### src/design/quad_port_pkg.sv
// Purpose: Shared constants for the four-channel host port block
// Assumes: Single 50 MHz clock, asynchronous active-low reset
// Notes: Indices are the three address bits
package quad_port_pkg;
    localparam int NUM_CH = 4;
    localparam int DATA_W = 8;
    localparam int ADDR_W = 3;
    localparam int FIFO_DEPTH = 32;
    // Register indices on the three address bits
    localparam logic [2:0] REG_DATA = 3'h0;
    localparam logic [2:0] REG_INT_ENABLE = 3'h1;
    localparam logic [2:0] REG_INT_IDENT = 3'h2;
    localparam logic [2:0] REG_ENH_FEATURE = 3'h3;
    localparam logic [2:0] REG_MODEM_CTRL = 3'h4;
    localparam logic [2:0] REG_LINE_STATUS = 3'h5;
    localparam logic [2:0] REG_MODEM_STATUS = 3'h6;
    localparam logic [2:0] REG_SCRATCH = 3'h7;
    // Modem control fields
    localparam int MC_TERM_READY = 0;
    localparam int MC_REQ_SEND = 1;
    localparam int MC_IRQ_EN = 3;
    localparam int MC_LOOPBACK = 4;
    // Enhanced feature fields
    localparam int EF_AUTO_RTS = 6;
    localparam int EF_RS485 = 5;
    // Interrupt enable fields
    localparam int IE_RX_DATA = 0;
    localparam int IE_TX_EMPTY = 1;
    localparam int IE_RX_ERROR = 2;
    localparam int IE_MODEM = 3;
    // Reset values
    localparam logic [7:0] MODEM_CTRL_RST = 8'h00;
    localparam logic [7:0] INT_ENABLE_RST = 8'h00;
    localparam logic [7:0] ENH_FEATURE_RST = 8'h00;
    localparam logic [5:0] RX_TRIGGER_RST = 6'h01;
endpackage

### src/design/fifo_if.sv
// Purpose: Valid/ready carrier between host port and receive buffer
// Assumes: One clock domain
// Notes: Width is set at instantiation
`timescale 1ns/100ps
interface fifo_if #(parameter int WIDTH = 8) ();
    logic in_valid;
    logic in_ready;
    logic [WIDTH-1:0] in_data;
    logic out_valid;
    logic out_ready;
    logic [WIDTH-1:0] out_data;
    logic [5:0] level;
    modport producer(output in_valid, output in_data, input in_ready,
        input out_valid, input out_data, output out_ready, input level);
    modport buffer(input in_valid, input in_data, output in_ready,
        output out_valid, output out_data, input out_ready, output level);
endinterface

### src/design/uart_host_port_modem_pins.sv
// Purpose: Host parallel port, modem pins and channel interrupts, 4 channels
// Assumes: Strobes and pins synchronous to clk_sys_i; device reset active high
// Notes: Serializer omitted; received bytes enter through rx_byte ports
`timescale 1ns/100ps
// What this block does
// RULE1 - Eight-bit three-state data bus, bit0 LSB
// RULE2 - Control bit0 set drives terminal-ready low
// RULE3 - Terminal-ready may drive RS-485 transceiver enable
// RULE4 - Interrupt needs enable bit, source enable, condition
// RULE5 - Sources: errors, rx data, tx empty, modem
// RULE6 - Interrupt outputs high impedance after reset
// RULE7 - Force pin drives interrupts regardless of bit3
// RULE8 - Read strobe low drives selected register
// RULE9 - Write strobe low stores bus into register
// RULE10 - Reset clears registers, disables serial pins
// RULE11 - Ring rising edge raises modem status interrupt
// RULE12 - Control bit1 set drives request-to-send low
// RULE13 - Request-to-send affects flow only with auto-RTS
// RULE14 - Loopback ignores receive pin, routes transmit back
// RULE15 - Far end idles receive line high
// RULE16 - Combined receive-ready low on trigger, wired-OR
// RULE17 - Host selects channel by its select low
// RULE18 - Interrupt drops when nothing enabled remains pending
module uart_host_port_modem_pins
    import quad_port_pkg::*;
#(
    parameter int NUM = NUM_CH,
    parameter int DEPTH = FIFO_DEPTH
) (
    // Clock and resets
    input wire logic clk_sys_i,
    input wire logic arst_n_i,
    input wire logic device_reset_i,
    // Host parallel port
    input wire logic [NUM-1:0] channel_select_n_i,
    input wire logic [ADDR_W-1:0] reg_select_i,
    input wire logic read_strobe_n_i,
    input wire logic write_strobe_n_i,
    input wire logic [DATA_W-1:0] data_bus_i,
    output logic [DATA_W-1:0] data_bus_o,
    output logic data_bus_oe_o,
    // Serial and modem pins per channel
    input wire logic [NUM-1:0] serial_receive_line_i,
    output logic [NUM-1:0] serial_transmit_line_o,
    output logic [NUM-1:0] serial_receive_active_o,
    input wire logic [NUM-1:0] ring_indicator_n_i,
    output logic [NUM-1:0] terminal_ready_n_o,
    output logic [NUM-1:0] request_to_send_n_o,
    // Interrupt pins
    input wire logic irq_force_enable_i,
    output logic [NUM-1:0] channel_irq_out_o,
    output logic [NUM-1:0] channel_irq_out_oe_o,
    output logic combined_rx_ready_n_o,
    // Receive byte intake per channel
    input wire logic [NUM-1:0] rx_byte_valid_i,
    input wire logic [NUM*DATA_W-1:0] rx_byte_i,
    input wire logic [NUM-1:0] rx_error_i,
    input wire logic [NUM-1:0] rx_timeout_i,
    output logic [NUM-1:0] rx_byte_ready_o,
    // Transmit side status and data
    input wire logic [NUM-1:0] tx_empty_i,
    output logic [NUM-1:0] tx_serial_data_i_unused_o,
    output logic [NUM-1:0] tx_write_o,
    output logic [DATA_W-1:0] tx_data_o,
    output logic [NUM-1:0] auto_rts_active_o
);
    initial begin
        if (NUM < 1 || NUM > 8 || DEPTH != FIFO_DEPTH) begin
            $error("bad parameters");
        end
    end

    typedef struct packed {
        logic [DATA_W-1:0] modem_control_reg;
        logic [DATA_W-1:0] interrupt_enable_reg;
        logic [DATA_W-1:0] enhanced_feature_reg;
        logic [DATA_W-1:0] scratch;
        logic ring_q;
        logic modem_flag;
        logic error_flag;
        logic timeout_flag;
        logic rx_ready;
    } chan_type;

    typedef struct packed {
        chan_type [NUM-1:0] ch;
        logic rd_q;
        logic wr_q;
        logic [DATA_W-1:0] rdata;
        logic [NUM-1:0] tx_write;
        logic [DATA_W-1:0] tx_data;
        logic [NUM-1:0] irq;
        logic [NUM-1:0] irq_oe;
    } top_state_type;

    top_state_type state_q;
    top_state_type state_d;
    logic [NUM-1:0] fifo_out_valid;
    logic [NUM*DATA_W-1:0] fifo_out_data;
    logic [NUM-1:0] fifo_pop;
    logic [NUM*6-1:0] fifo_level;
    logic [NUM-1:0] loop_line;
    logic [NUM-1:0] rx_pin_eff;
    logic [NUM-1:0] rdy;

    // Receive byte buffer per channel
    genvar g;
    generate
        for (g = 0; g < NUM; g++) begin : g_ch
            fifo_if #(.WIDTH(DATA_W)) fport ();
            assign fport.in_valid = rx_byte_valid_i[g] && !device_reset_i;
            assign fport.in_data = rx_byte_i[g*DATA_W +: DATA_W];
            assign fport.out_ready = fifo_pop[g];
            assign rx_byte_ready_o[g] = fport.in_ready && !device_reset_i;
            assign fifo_out_valid[g] = fport.out_valid;
            assign fifo_out_data[g*DATA_W +: DATA_W] = fport.out_data;
            assign fifo_level[g*6 +: 6] = fport.level;
            rx_fifo #(.WIDTH(DATA_W), .DEPTH(DEPTH)) u_fifo (
                .clk_sys_i(clk_sys_i),
                .arst_n_i(arst_n_i),
                .flush_i(device_reset_i),
                .port_io(fport.buffer)
            );
            // Loopback feeds back the idle transmit level
            assign loop_line[g] = 1'b1;
            assign rx_pin_eff[g] =
                state_q.ch[g].modem_control_reg[MC_LOOPBACK] ?
                loop_line[g] : serial_receive_line_i[g]; // RULE14
        end
    endgenerate

    logic rd_now;
    logic wr_now;
    logic [NUM-1:0] sel;
    assign sel = ~channel_select_n_i; // RULE17
    assign rd_now = !read_strobe_n_i && (sel != '0);
    assign wr_now = !write_strobe_n_i && (sel != '0);

    function automatic logic [DATA_W-1:0] read_reg(input chan_type c,
            input logic [DATA_W-1:0] fdata, input logic [5:0] lvl,
            input logic fval, input logic [2:0] addr, input logic tx_e,
            input logic ri_n, input logic rxp);
        logic [DATA_W-1:0] r;
        r = '0;
        unique case (addr)
            REG_DATA: r = fdata;
            REG_INT_ENABLE: r = c.interrupt_enable_reg;
            REG_INT_IDENT: r = {2'h0, lvl};
            REG_ENH_FEATURE: r = c.enhanced_feature_reg;
            REG_MODEM_CTRL: r = c.modem_control_reg;
            REG_LINE_STATUS: r = {1'b0, tx_e, tx_e, 3'h0, c.error_flag,
                fval};
            REG_MODEM_STATUS: r = {1'b0, !ri_n, 3'h0, rxp, c.modem_flag,
                1'b0};
            REG_SCRATCH: r = c.scratch;
        endcase
        return r;
    endfunction

    always_comb begin
        logic [5:0] lvl;
        logic pending;
        lvl = '0;
        pending = 1'b0;
        state_d = state_q;
        state_d.rd_q = rd_now;
        state_d.wr_q = wr_now;
        state_d.tx_write = '0;
        fifo_pop = '0;
        for (int i = 0; i < NUM; i++) begin
            lvl = fifo_level[i*6 +: 6];
            state_d.ch[i].ring_q = ring_indicator_n_i[i];
            // Low-to-high on the active-low ring line
            if (ring_indicator_n_i[i] && !state_q.ch[i].ring_q) begin
                state_d.ch[i].modem_flag = 1'b1; // RULE11
            end
            if (rx_error_i[i]) begin
                state_d.ch[i].error_flag = 1'b1;
            end
            if (rx_timeout_i[i]) begin
                state_d.ch[i].timeout_flag = 1'b1;
            end
            // Clear on read only at strobe start; a new event wins
            if (rd_now && !state_q.rd_q && sel[i]) begin
                if (reg_select_i == REG_MODEM_STATUS &&
                        !(ring_indicator_n_i[i] && !state_q.ch[i].ring_q))
                    begin
                    state_d.ch[i].modem_flag = 1'b0;
                end
                if (reg_select_i == REG_LINE_STATUS && !rx_error_i[i]) begin
                    state_d.ch[i].error_flag = 1'b0;
                end
                if (reg_select_i == REG_DATA) begin
                    fifo_pop[i] = fifo_out_valid[i];
                    if (!rx_timeout_i[i]) begin
                        state_d.ch[i].timeout_flag = 1'b0;
                    end
                end
            end
            // Ready: trigger or timeout, until empty
            if (lvl >= RX_TRIGGER_RST || state_q.ch[i].timeout_flag) begin
                state_d.ch[i].rx_ready = 1'b1; // RULE16
            end else if (lvl == '0) begin
                state_d.ch[i].rx_ready = 1'b0; // RULE16
            end
            // Store on write strobe fall
            if (wr_now && !state_q.wr_q && sel[i]) begin // RULE9
                unique case (reg_select_i)
                    REG_DATA: state_d.tx_write[i] = 1'b1;
                    REG_INT_ENABLE:
                        state_d.ch[i].interrupt_enable_reg = data_bus_i;
                    REG_ENH_FEATURE:
                        state_d.ch[i].enhanced_feature_reg = data_bus_i;
                    REG_MODEM_CTRL:
                        state_d.ch[i].modem_control_reg = data_bus_i;
                    REG_SCRATCH: state_d.ch[i].scratch = data_bus_i;
                    default: ;
                endcase
            end
            pending =
                (state_q.ch[i].interrupt_enable_reg[IE_RX_ERROR] &&
                 state_q.ch[i].error_flag) ||
                (state_q.ch[i].interrupt_enable_reg[IE_RX_DATA] &&
                 (fifo_out_valid[i] || state_q.ch[i].timeout_flag)) ||
                (state_q.ch[i].interrupt_enable_reg[IE_TX_EMPTY] &&
                 tx_empty_i[i]) ||
                (state_q.ch[i].interrupt_enable_reg[IE_MODEM] &&
                 state_q.ch[i].modem_flag); // RULE5
            state_d.irq_oe[i] = irq_force_enable_i ||
                state_q.ch[i].modem_control_reg[MC_IRQ_EN]; // RULE7
            state_d.irq[i] = pending &&
                (irq_force_enable_i ||
                 state_q.ch[i].modem_control_reg[MC_IRQ_EN]); // RULE4 RULE18
        end
        if (wr_now && !state_q.wr_q) begin
            state_d.tx_data = data_bus_i;
        end
        // Latch once per strobe so a pop cannot change the data shown
        if (rd_now && !state_q.rd_q) begin
            state_d.rdata = '0;
            for (int i = 0; i < NUM; i++) begin
                if (sel[i]) begin
                    state_d.rdata = state_d.rdata | read_reg(state_q.ch[i],
                        fifo_out_data[i*DATA_W +: DATA_W],
                        fifo_level[i*6 +: 6], fifo_out_valid[i],
                        reg_select_i, tx_empty_i[i],
                        ring_indicator_n_i[i], rx_pin_eff[i]); // RULE8
                end
            end
        end
        if (device_reset_i) begin
            state_d = '0; // RULE10
            for (int i = 0; i < NUM; i++) begin
                state_d.ch[i].modem_control_reg = MODEM_CTRL_RST;
                state_d.ch[i].interrupt_enable_reg = INT_ENABLE_RST;
                state_d.ch[i].enhanced_feature_reg = ENH_FEATURE_RST;
                state_d.ch[i].ring_q = 1'b1;
            end
        end
    end

    always_ff @(posedge clk_sys_i or negedge arst_n_i) begin
        if (!arst_n_i) begin
            state_q <= '0;
        end else begin
            state_q <= state_d;
        end
    end

    // Outputs
    assign data_bus_o = state_q.rdata; // RULE1
    assign data_bus_oe_o = rd_now && state_q.rd_q; // RULE8
    generate
        for (g = 0; g < NUM; g++) begin : g_out
            // RS-485: pin keys an external driver
            assign terminal_ready_n_o[g] =
                state_q.ch[g].enhanced_feature_reg[EF_RS485] ?
                !(!tx_empty_i[g] || state_q.tx_write[g]) : // RULE3
                !state_q.ch[g].modem_control_reg[MC_TERM_READY]; // RULE2
            assign request_to_send_n_o[g] =
                !state_q.ch[g].modem_control_reg[MC_REQ_SEND]; // RULE12
            assign auto_rts_active_o[g] =
                state_q.ch[g].enhanced_feature_reg[EF_AUTO_RTS]; // RULE13
            assign serial_transmit_line_o[g] = 1'b1;
            assign serial_receive_active_o[g] = !device_reset_i &&
                !state_q.ch[g].modem_control_reg[MC_LOOPBACK]; // RULE10
            assign tx_serial_data_i_unused_o[g] = rx_pin_eff[g];
            assign rdy[g] = state_q.ch[g].rx_ready;
        end
    endgenerate
    assign channel_irq_out_o = state_q.irq;
    assign channel_irq_out_oe_o = state_q.irq_oe; // RULE6
    assign combined_rx_ready_n_o = ~|rdy; // RULE16
    assign tx_write_o = state_q.tx_write;
    assign tx_data_o = state_q.tx_data;
endmodule // uart_host_port_modem_pins

### src/design/rx_fifo.sv
// Purpose: Receive byte buffer with valid/ready on both sides
// Assumes: DEPTH a power of two, at most 32 so level fits six bits
// Notes: Read data comes from a register
`timescale 1ns/100ps
module rx_fifo #(
    parameter int WIDTH = 8,
    parameter int DEPTH = 32
) (
    // Clock and reset
    input wire logic clk_sys_i,
    input wire logic arst_n_i,
    input wire logic flush_i,
    // Buffer ports
    fifo_if.buffer port_io
);
    localparam int AW = $clog2(DEPTH);
    initial begin
        if (DEPTH < 2 || DEPTH > 32 || (1 << AW) != DEPTH) begin
            $error("bad depth");
        end
    end
    typedef struct packed {
        logic [AW:0] wr_ptr;
        logic [AW:0] rd_ptr;
        logic [WIDTH-1:0] out_data;
        logic out_valid;
    } fifo_state_type;
    fifo_state_type state_q;
    fifo_state_type state_d;
    logic [WIDTH-1:0] mem_q [DEPTH];
    logic [AW:0] count;
    logic full;
    logic empty;
    logic push;
    logic pop;
    assign count = state_q.wr_ptr - state_q.rd_ptr;
    assign full = count == (AW+1)'(DEPTH);
    assign empty = count == '0;
    assign push = port_io.in_valid && !full;
    assign pop = !empty && (!state_q.out_valid || port_io.out_ready);
    assign port_io.in_ready = !full;
    assign port_io.out_valid = state_q.out_valid;
    assign port_io.out_data = state_q.out_data;
    assign port_io.level = 6'(count) + 6'(state_q.out_valid);
    always_comb begin
        state_d = state_q;
        if (port_io.out_ready && state_q.out_valid) begin
            state_d.out_valid = 1'b0;
        end
        if (pop) begin
            state_d.out_data = mem_q[state_q.rd_ptr[AW-1:0]];
            state_d.out_valid = 1'b1;
            state_d.rd_ptr = state_q.rd_ptr + 1'b1;
        end
        if (push) begin
            state_d.wr_ptr = state_q.wr_ptr + 1'b1;
        end
        if (flush_i) begin
            state_d = '0;
        end
    end
    always_ff @(posedge clk_sys_i or negedge arst_n_i) begin
        if (!arst_n_i) begin
            state_q <= '0;
        end else begin
            state_q <= state_d;
        end
    end
    always_ff @(posedge clk_sys_i) begin
        if (push) begin
            mem_q[state_q.wr_ptr[AW-1:0]] <= port_io.in_data;
        end
    end
endmodule // rx_fifo

### config.mk
export PLATFORM = sky130hd
export DESIGN_NAME = uart_host_port_modem_pins
export DESIGN_NICKNAME = d
export VERILOG_FILES = /design/src/design/quad_port_pkg.sv /design/src/design/fifo_if.sv /design/src/design/uart_host_port_modem_pins.sv /design/src/design/rx_fifo.sv
export SDC_FILE = /design/constraint.sdc
export NUM_CORES = 2
export LEC_CHECK = 0
export ABC_AREA = 1
export BUFFER_PORTS_ARGS = -buffer_cell sky130_fd_sc_hd__buf_2
export CAP_MARGIN = 20
export CORE_MARGIN = 1
export CORE_UTILIZATION = 45
export CTS_BUF_LIST = sky130_fd_sc_hd__clkbuf_4 sky130_fd_sc_hd__clkbuf_8
export DETAILED_ROUTE_END_ITERATION = 10
export PLACE_DENSITY = 0.7
export SLEW_MARGIN = 20
export SYNTH_ARGS = -nofsm -noshare
export SYNTH_HDL_FRONTEND = slang
export SYNTH_SLANG_ARGS = --single-unit
export TNS_END_PERCENT = 1
### constraint.sdc
create_clock -name clk_sys_i -period 6.1 [get_ports clk_sys_i]
set_clock_uncertainty 0.2 [all_clocks]
set_input_delay 1.22 -clock clk_sys_i [delete_from_list [all_inputs] [get_ports clk_sys_i]]
set_output_delay 1.22 -clock clk_sys_i [all_outputs]
set_load 0.02 [all_outputs]
=== Yosys cells after proc, flatten, opt, wreduce, memory -nomap -nowiden ===
Memory sizes are Yosys's and may differ from the RTL's.
Index checks and enable logic that the tools add are counted.
Widths: inputs -> output; s select.

* $add $sub $neg: 16
* Order comparisons: 4
* Equality and inequality tests: 11
* Muxes and demuxes: 113
* Bitwise logic cells: 4
* Reductions and logical operators: 208

{| class="wikitable"
|+ Operator list
! operator !! count
|-
| $pmux 8 s8 || 4
|-
| $mux 178 || 1
|-
| $mux 8 || 19
|-
| $mux 32 || 4
|-
| $mux 21 || 4
|-
| $logic_and 1x1->1 || 69
|-
| $mux 1 || 69
|-
| $mux 15 || 4
|-
| $logic_not 1->1 || 54
|-
| $add 6x1->6 const B || 8
|-
| $logic_not 6->1 || 8
|-
| $reduce_bool 2->1 || 18
|-
| $logic_or 1x1->1 || 32
|-
| $reduce_and 2->1 || 16
|-
| $add 6x1->6 || 4
|-
| $eq 6x6->1 const B || 4
|-
| $ge 6x1->1 const B || 4
|-
| $mux 6 || 4
|-
| $or 8x8->8 || 3
|-
| $reduce_bool 3->1 || 8
|-
| $sub 6x6->6 || 4
|-
| $eq 3x3->1 const B || 4
|-
| $mux 3 || 4
|-
| $eq 3x2->1 const B || 2
|-
| other kinds (5) || 5
|}

* Flip-flop bits (word level): 262
* Memory bits (writable): 1024
* Input port bits: 77
* Output and inout bits: 58
* Logic and storage cells: 419
* Memories kept: 4

{| class="wikitable"
|+ Memories
! memory !! depth !! width !! rd ports !! clocked after Yosys merged registers in !! wr ports !! line !! source
|-
| g_ch[0].u_fifo.mem_q || 32 || 8 || 1 || 0 || 1 || rx_fifo.sv:30 || <nowiki>logic [WIDTH-1:0] mem_q [DEPTH];</nowiki>
|-
| g_ch[1].u_fifo.mem_q || 32 || 8 || 1 || 0 || 1 || rx_fifo.sv:30 ||
|-
| g_ch[2].u_fifo.mem_q || 32 || 8 || 1 || 0 || 1 || rx_fifo.sv:30 ||
|-
| g_ch[3].u_fifo.mem_q || 32 || 8 || 1 || 0 || 1 || rx_fifo.sv:30 ||
|}

=== Depth between registers and ports, before layout ===
* Depth in word-level cells: 15
* Depth in mapped cells: 20
* Gate-level depth less buffers: 18

=== Modules after synthesis ===
From an unflattened synthesis, not the netlist that was laid out.

* Cells, all modules: 5532
* Area, all modules: 57218.6 um2

{| class="wikitable"
|+ Modules (own cells, without submodules)
! module !! instances !! cells each !! area each (um2) !! sequential area each (um2)
|-
| rx_fifo at g_ch[1].u_fifo || 1 || 1064 || 11887.7 || 8212.9
|-
| rx_fifo at g_ch[2].u_fifo || 1 || 1064 || 11885.1 || 8212.9
|-
| rx_fifo at g_ch[3].u_fifo || 1 || 1064 || 11877.6 || 8212.9
|-
| rx_fifo at g_ch[0].u_fifo || 1 || 1070 || 11851.4 || 8212.9
|-
| uart_host_port_modem_pins || 1 || 1270 || 9716.8 || 4454.3
|}

=== Worst setup path after synthesis ===
Ideal clock, no wire load.

* Path kind: flip-flop to flip-flop
* Start: register g_ch[1].u_fifo.state_q[12] in the netlist's numbering
* End: memory g_ch[1].u_fifo.mem_q[15][0], enable pin
* Arrival time: 3.151 ns
* Required time: 5.517 ns
* Path slack: 2.365 ns
* Stages on the path, launching flop included: 14
* Buffers on the path: 2
* Period minus slack after synthesis: 3.735 ns
* Cell sequence: dfrtp_1 > clkbuf_1 > clkinv_1 > clkbuf_1 > ha_1 > a21oi_1 > nand2_1 > xor2_1 > nor2_2 > a21oi_2 > nand2_2 > inv_4 > nand3_1 > nor3_1

* Longest elaborated chain between the ends: 6

{| class="wikitable"
|+ Ends and longest elaborated chain
! item !! line !! source
|-
| start, declared || rx_fifo.sv:28 || <nowiki>fifo_state_type state_q;</nowiki>
|-
| start signal, assigned || rx_fifo.sv:66 || <nowiki>state_q <= state_d;</nowiki>
|-
| $sub 6x6->6 || rx_fifo.sv:36 || <nowiki>assign count = state_q.wr_ptr - state_q.rd_ptr;</nowiki>
|-
| $eq 6x6->1 || rx_fifo.sv:37 || <nowiki>assign full = count == (AW+1)'(DEPTH);</nowiki>
|-
| $logic_not 1->1 || rx_fifo.sv:39 || <nowiki>assign push = port_io.in_valid && !full;</nowiki>
|-
| $logic_and 1x1->1 || rx_fifo.sv:39 ||
|-
| $mux 1 || rx_fifo.sv:70 || <nowiki>if (push) begin</nowiki>
|-
| $mux 1 (implied by the code) || rx_fifo.sv:71 || <nowiki>mem_q[state_q.wr_ptr[AW-1:0]] <= port_io.in_data;</nowiki>
|-
| end, declared || rx_fifo.sv:30 ||
|}

No other way between the ends.

=== Final worst setup path ===
* Start: register g_ch[0].u_fifo.state_q[12] in the netlist's numbering
* End: output rx_byte_ready_o[0]

* Longest elaborated chain between the ends: 4

{| class="wikitable"
|+ Ends and longest elaborated chain
! item !! line !! source
|-
| start, declared || rx_fifo.sv:28 ||
|-
| start signal, assigned || rx_fifo.sv:66 ||
|-
| $sub 6x6->6 || rx_fifo.sv:36 ||
|-
| $eq 6x6->1 || rx_fifo.sv:37 ||
|-
| $logic_not 1->1 || rx_fifo.sv:41 || <nowiki>assign port_io.in_ready = !full;</nowiki>
|-
| $logic_and 1x1->1 || uart_host_port_modem_pins.sv:114 || <nowiki>assign rx_byte_ready_o[g] = fport.in_ready && !device_reset_i;</nowiki>
|-
| end, declared || uart_host_port_modem_pins.sv:59 || <nowiki>output logic [NUM-1:0] rx_byte_ready_o,</nowiki>
|}

No other way between the ends.

==> flow_metrics.tcl <==
set metrics [dict create \
    io_buffers 130 \
    critical_path.endpoint_type "output port" \
    timing.fmax_mhz 180 \
    maxSlewViolCount 0 \
    p_sw_mw 8.24 \
    cp.required_ps 4680 \
    worst_slew_margin_rel_pct 30.1 \
    power-per-cell-area_nw_per_um2 392 \
    intPower_mw 15.6 \
    finalSetupTns_ps 0 \
    drt-total-wl_um 148000 \
    ys_top_cells_by_count "1,470 x nand2_1, 1,024 x edfxtp_1, 419 x a21oi_1" \
    register_area_um2 37300 \
    share_of_synthesized_area_occupied_by_flip_flops_and_latches_pct 67.5 \
    relative_contribution_of_combinational_cells_to_total_power_pct 26.5 \
    gpl.final_weighted_congestion 0.913 \
    firstDrtPassIters 6 \
    sw_frac_of_total_pct 34.5 \
    placed_cells_incl_taps 6516 \
    post_drt_via_cell_ratio 5.69 \
    rows 128 \
    synthMostInstantiatedCell "nand2_1" \
    synth_top_area_cell "edfxtp_1" \
    fin_crit_ps 5540 \
    timing.max_cap.violations 0 \
    worst_ep_arrival_time_ps 4120 \
    register_bit_count_reported_by_yosys 1286 \
    setup_repair_after_global_routing_missed_its_margin "no" \
    tritoncts_buffers 198 \
    synth-edff-count 1024 \
    path_max_fanout 19 \
    hold_violations 0 \
    dp_worst_setup_slack_ps 1590 \
    cts.sink_count 1286 \
    grt_first_pass_wirelength_um 225000 \
    clock-root-buffer "clkbuf_8" \
    final-setup-viol-count 0 \
    die-area_um2 124000 \
    detailed_place_hpwl_um 93800 \
    multi_input_comb_area_um2 15700 \
    core-area_um2 122000 \
    wl_per_cell_um 21.5 \
    antenna_found_initial 17 \
    initial_core_util_pct 45.4 \
    synthToLayoutAreaGrowth_pct 10.1 \
    run_status "finished clean" \
    overflow 0 \
    min_path_type "in2async" \
    groute.usage.overall_pct 23.6 \
    fillCellCount 10619 \
    number_of_top_level_design_ports 135 \
    power.total_mw 23.9 \
    clk_path_buf_depth 3 \
    async_flop_share_pct 20.4 \
    largest_net_degree_at_the_start_of_global_routing 116 \
    ys_types 54 \
    rr_worst_depth 11 \
    placed_cell_area_um2 56800 \
    postcts_setup_bufs 0 \
    mappedNetlistArea_um2 55300 \
    yosysWarnings 0 \
    clock_tree_from_tritoncts "yes" \
    stdcell_area_um2 60900 \
    post_synth_inst_count 5040 \
    cts_hold_buf 0 \
    irDropWorstVdd_uv 232 \
    final_nets 5220 \
    drtIter0Drc 5200 \
    worst-slew-pin-transition_ps 1040 \
    synth_area_leaders "edfxtp_1 56%, dfrtp_1 12%, nand2_1 10%, a21oi_1 3.8%, nand3_1 3.6%" \
    synth_top_flop_cell "edfxtp_1" \
    drive_gt1_share_pct 10.9 \
    layoutNonFillerInstCount 6890 \
    die_x_extent_um 353 \
    detail-route-antenna-nets 0 \
    setup_slack_ps 559 \
    syn_avg_cell_area_um2 11.0 \
    p_seq_share_pct 42.9 \
    detailroute.via_count 39178 \
    vias_in_the_first_global_route 37384 \
    worst_setup_path_start_kind "flip-flop" \
    clk_pin_slew_worst_paths_ps 60 \
    drc_errors_left 0 \
    die_height_um 353 \
    power_frac_clock_pct 30.6 \
    layout_worst_path_cycle_share_pct 90.8 \
    clk_latency_ps 900 \
    leakagePower_nw 23.0 \
    worst_setup_path_category "reg2out" \
    cts_resized 0 \
    clock_tree.htree_level_count 4 \
    synth_largest_type_area_fraction_pct 55.6 \
]
[kinds of logic after synthesis]
logic type	count (synthesis)	share of synthesized area [%]
xor+xnor	25	0.396
flops	1286	67.5
other cells	1	0.00678
fa+ha+maj	52	1.23
simple gates	2205	16.5
compound gates	957	10.3
buf+inv	514	4.09
[area by class of cell]
| class | count | area share [%] |
|---|---|---|
| tap | 1625 | 3.34 |
| clock buffer | 275 | 5.52 |
| antenna | 5 | 0.0206 |
| timing repair buffer | 171 | 1.61 |
| sequential | 1286 | 61.3 |
| multi-input combinational | 3243 | 25.9 |
| inverter | 191 | 1.20 |
| clock inverter | 94 | 1.12 |
[metal layers]
metal | vias to the layer above | GRT usage [%] | routed length (um)
met2 | 1921 | 34.8 | 65400
met3 | 297 | 5.11 | 14000
li1 | 17938 | - | -
met4 | 12 | 8.41 | 4480
met5 | - | 0 | 75
met1 | 19010 | 34.2 | 64500
[final timing paths]
path,start,to,slack [ps]
setup / recovery,g_ch[0].u_fifo.state_q[12]$_DFFE_PN0P_,rx_byte_ready_o[0],560
hold / removal,arst_n_i,g_ch[2].u_fifo.state_q[16]$_DFFE_PN0P_,190
setup reg to reg,g_ch[1].u_fifo.state_q[12]$_DFFE_PN0P_,g_ch[1].u_fifo.mem_q[15][3]$_DFFE_PP_,1660
hold reg to reg,data_bus_o[4]$_DFFE_PN0P_,data_bus_o[4]$_DFFE_PN0P_,280
max in group asynchronous,arst_n_i,channel_irq_out_o[1]$_DFF_PN0_,4260
min in group clk_sys_i,data_bus_o[4]$_DFFE_PN0P_,data_bus_o[4]$_DFFE_PN0P_,280
[per-stage QoR]
| step | hold WS (ps) | util [%] |
|---|---|---|
| 4_1_cts | 165 | 49.9 |
| 6_report | 186 | 49.9 |
| 3_5_place_dp | 265 | 46.6 |
| 2_1_floorplan | 248 | - |
| 3_3_place_gp | 265 | 46.6 |
| 5_1_grt | 207 | 49.9 |
[registers in the layout (all words and copies together) (netlist names), 8 cells and up]
signal                        flops
g_ch.u_fifo.mem_q              1024
state_q                         142
tx_data_o                         8
data_bus_o                        8
g_ch.u_fifo.port_io.out_data     32
g_ch.u_fifo.state_q              48
[power by group through the flow]
stage / Combinational, mW / Clock [mW] / Sequential (mW)
global route: 6.96 / 7.78 / 10.3
global placement: 6.16 / 0 / 10.4
CTS: 6.28 / 7.41 / 10.2
detailed placement: 6.26 / 0 / 10.4
finish: 6.32 / 7.31 / 10.2
floorplan: 4.55 / 0 / 10.2
[worst max-delay path, cell delays in order (launching register included)]
cell	delay (ps)
dfrtp_1	730
clkinv_1	650
ha_1	580
nand3_1	160
nand3_1	100
nand2_1	70
nand2_1	110
nor4_4	350
a21oi_1	230
buf_2	230
[placed cells by master, fill, tap and decap left out, drive strengths merged, types with 48 or more instances in the layout]
cell,count
dfrtp,262
o21ai,244
nor2,226
nand3,404
a22oi,112
inv,187
clkinv,85
edfxtp,1024
clkbuf,275
a21oi,420
nand2,1501
buf,171
ha,48
(Power assumes the default switching activity.)
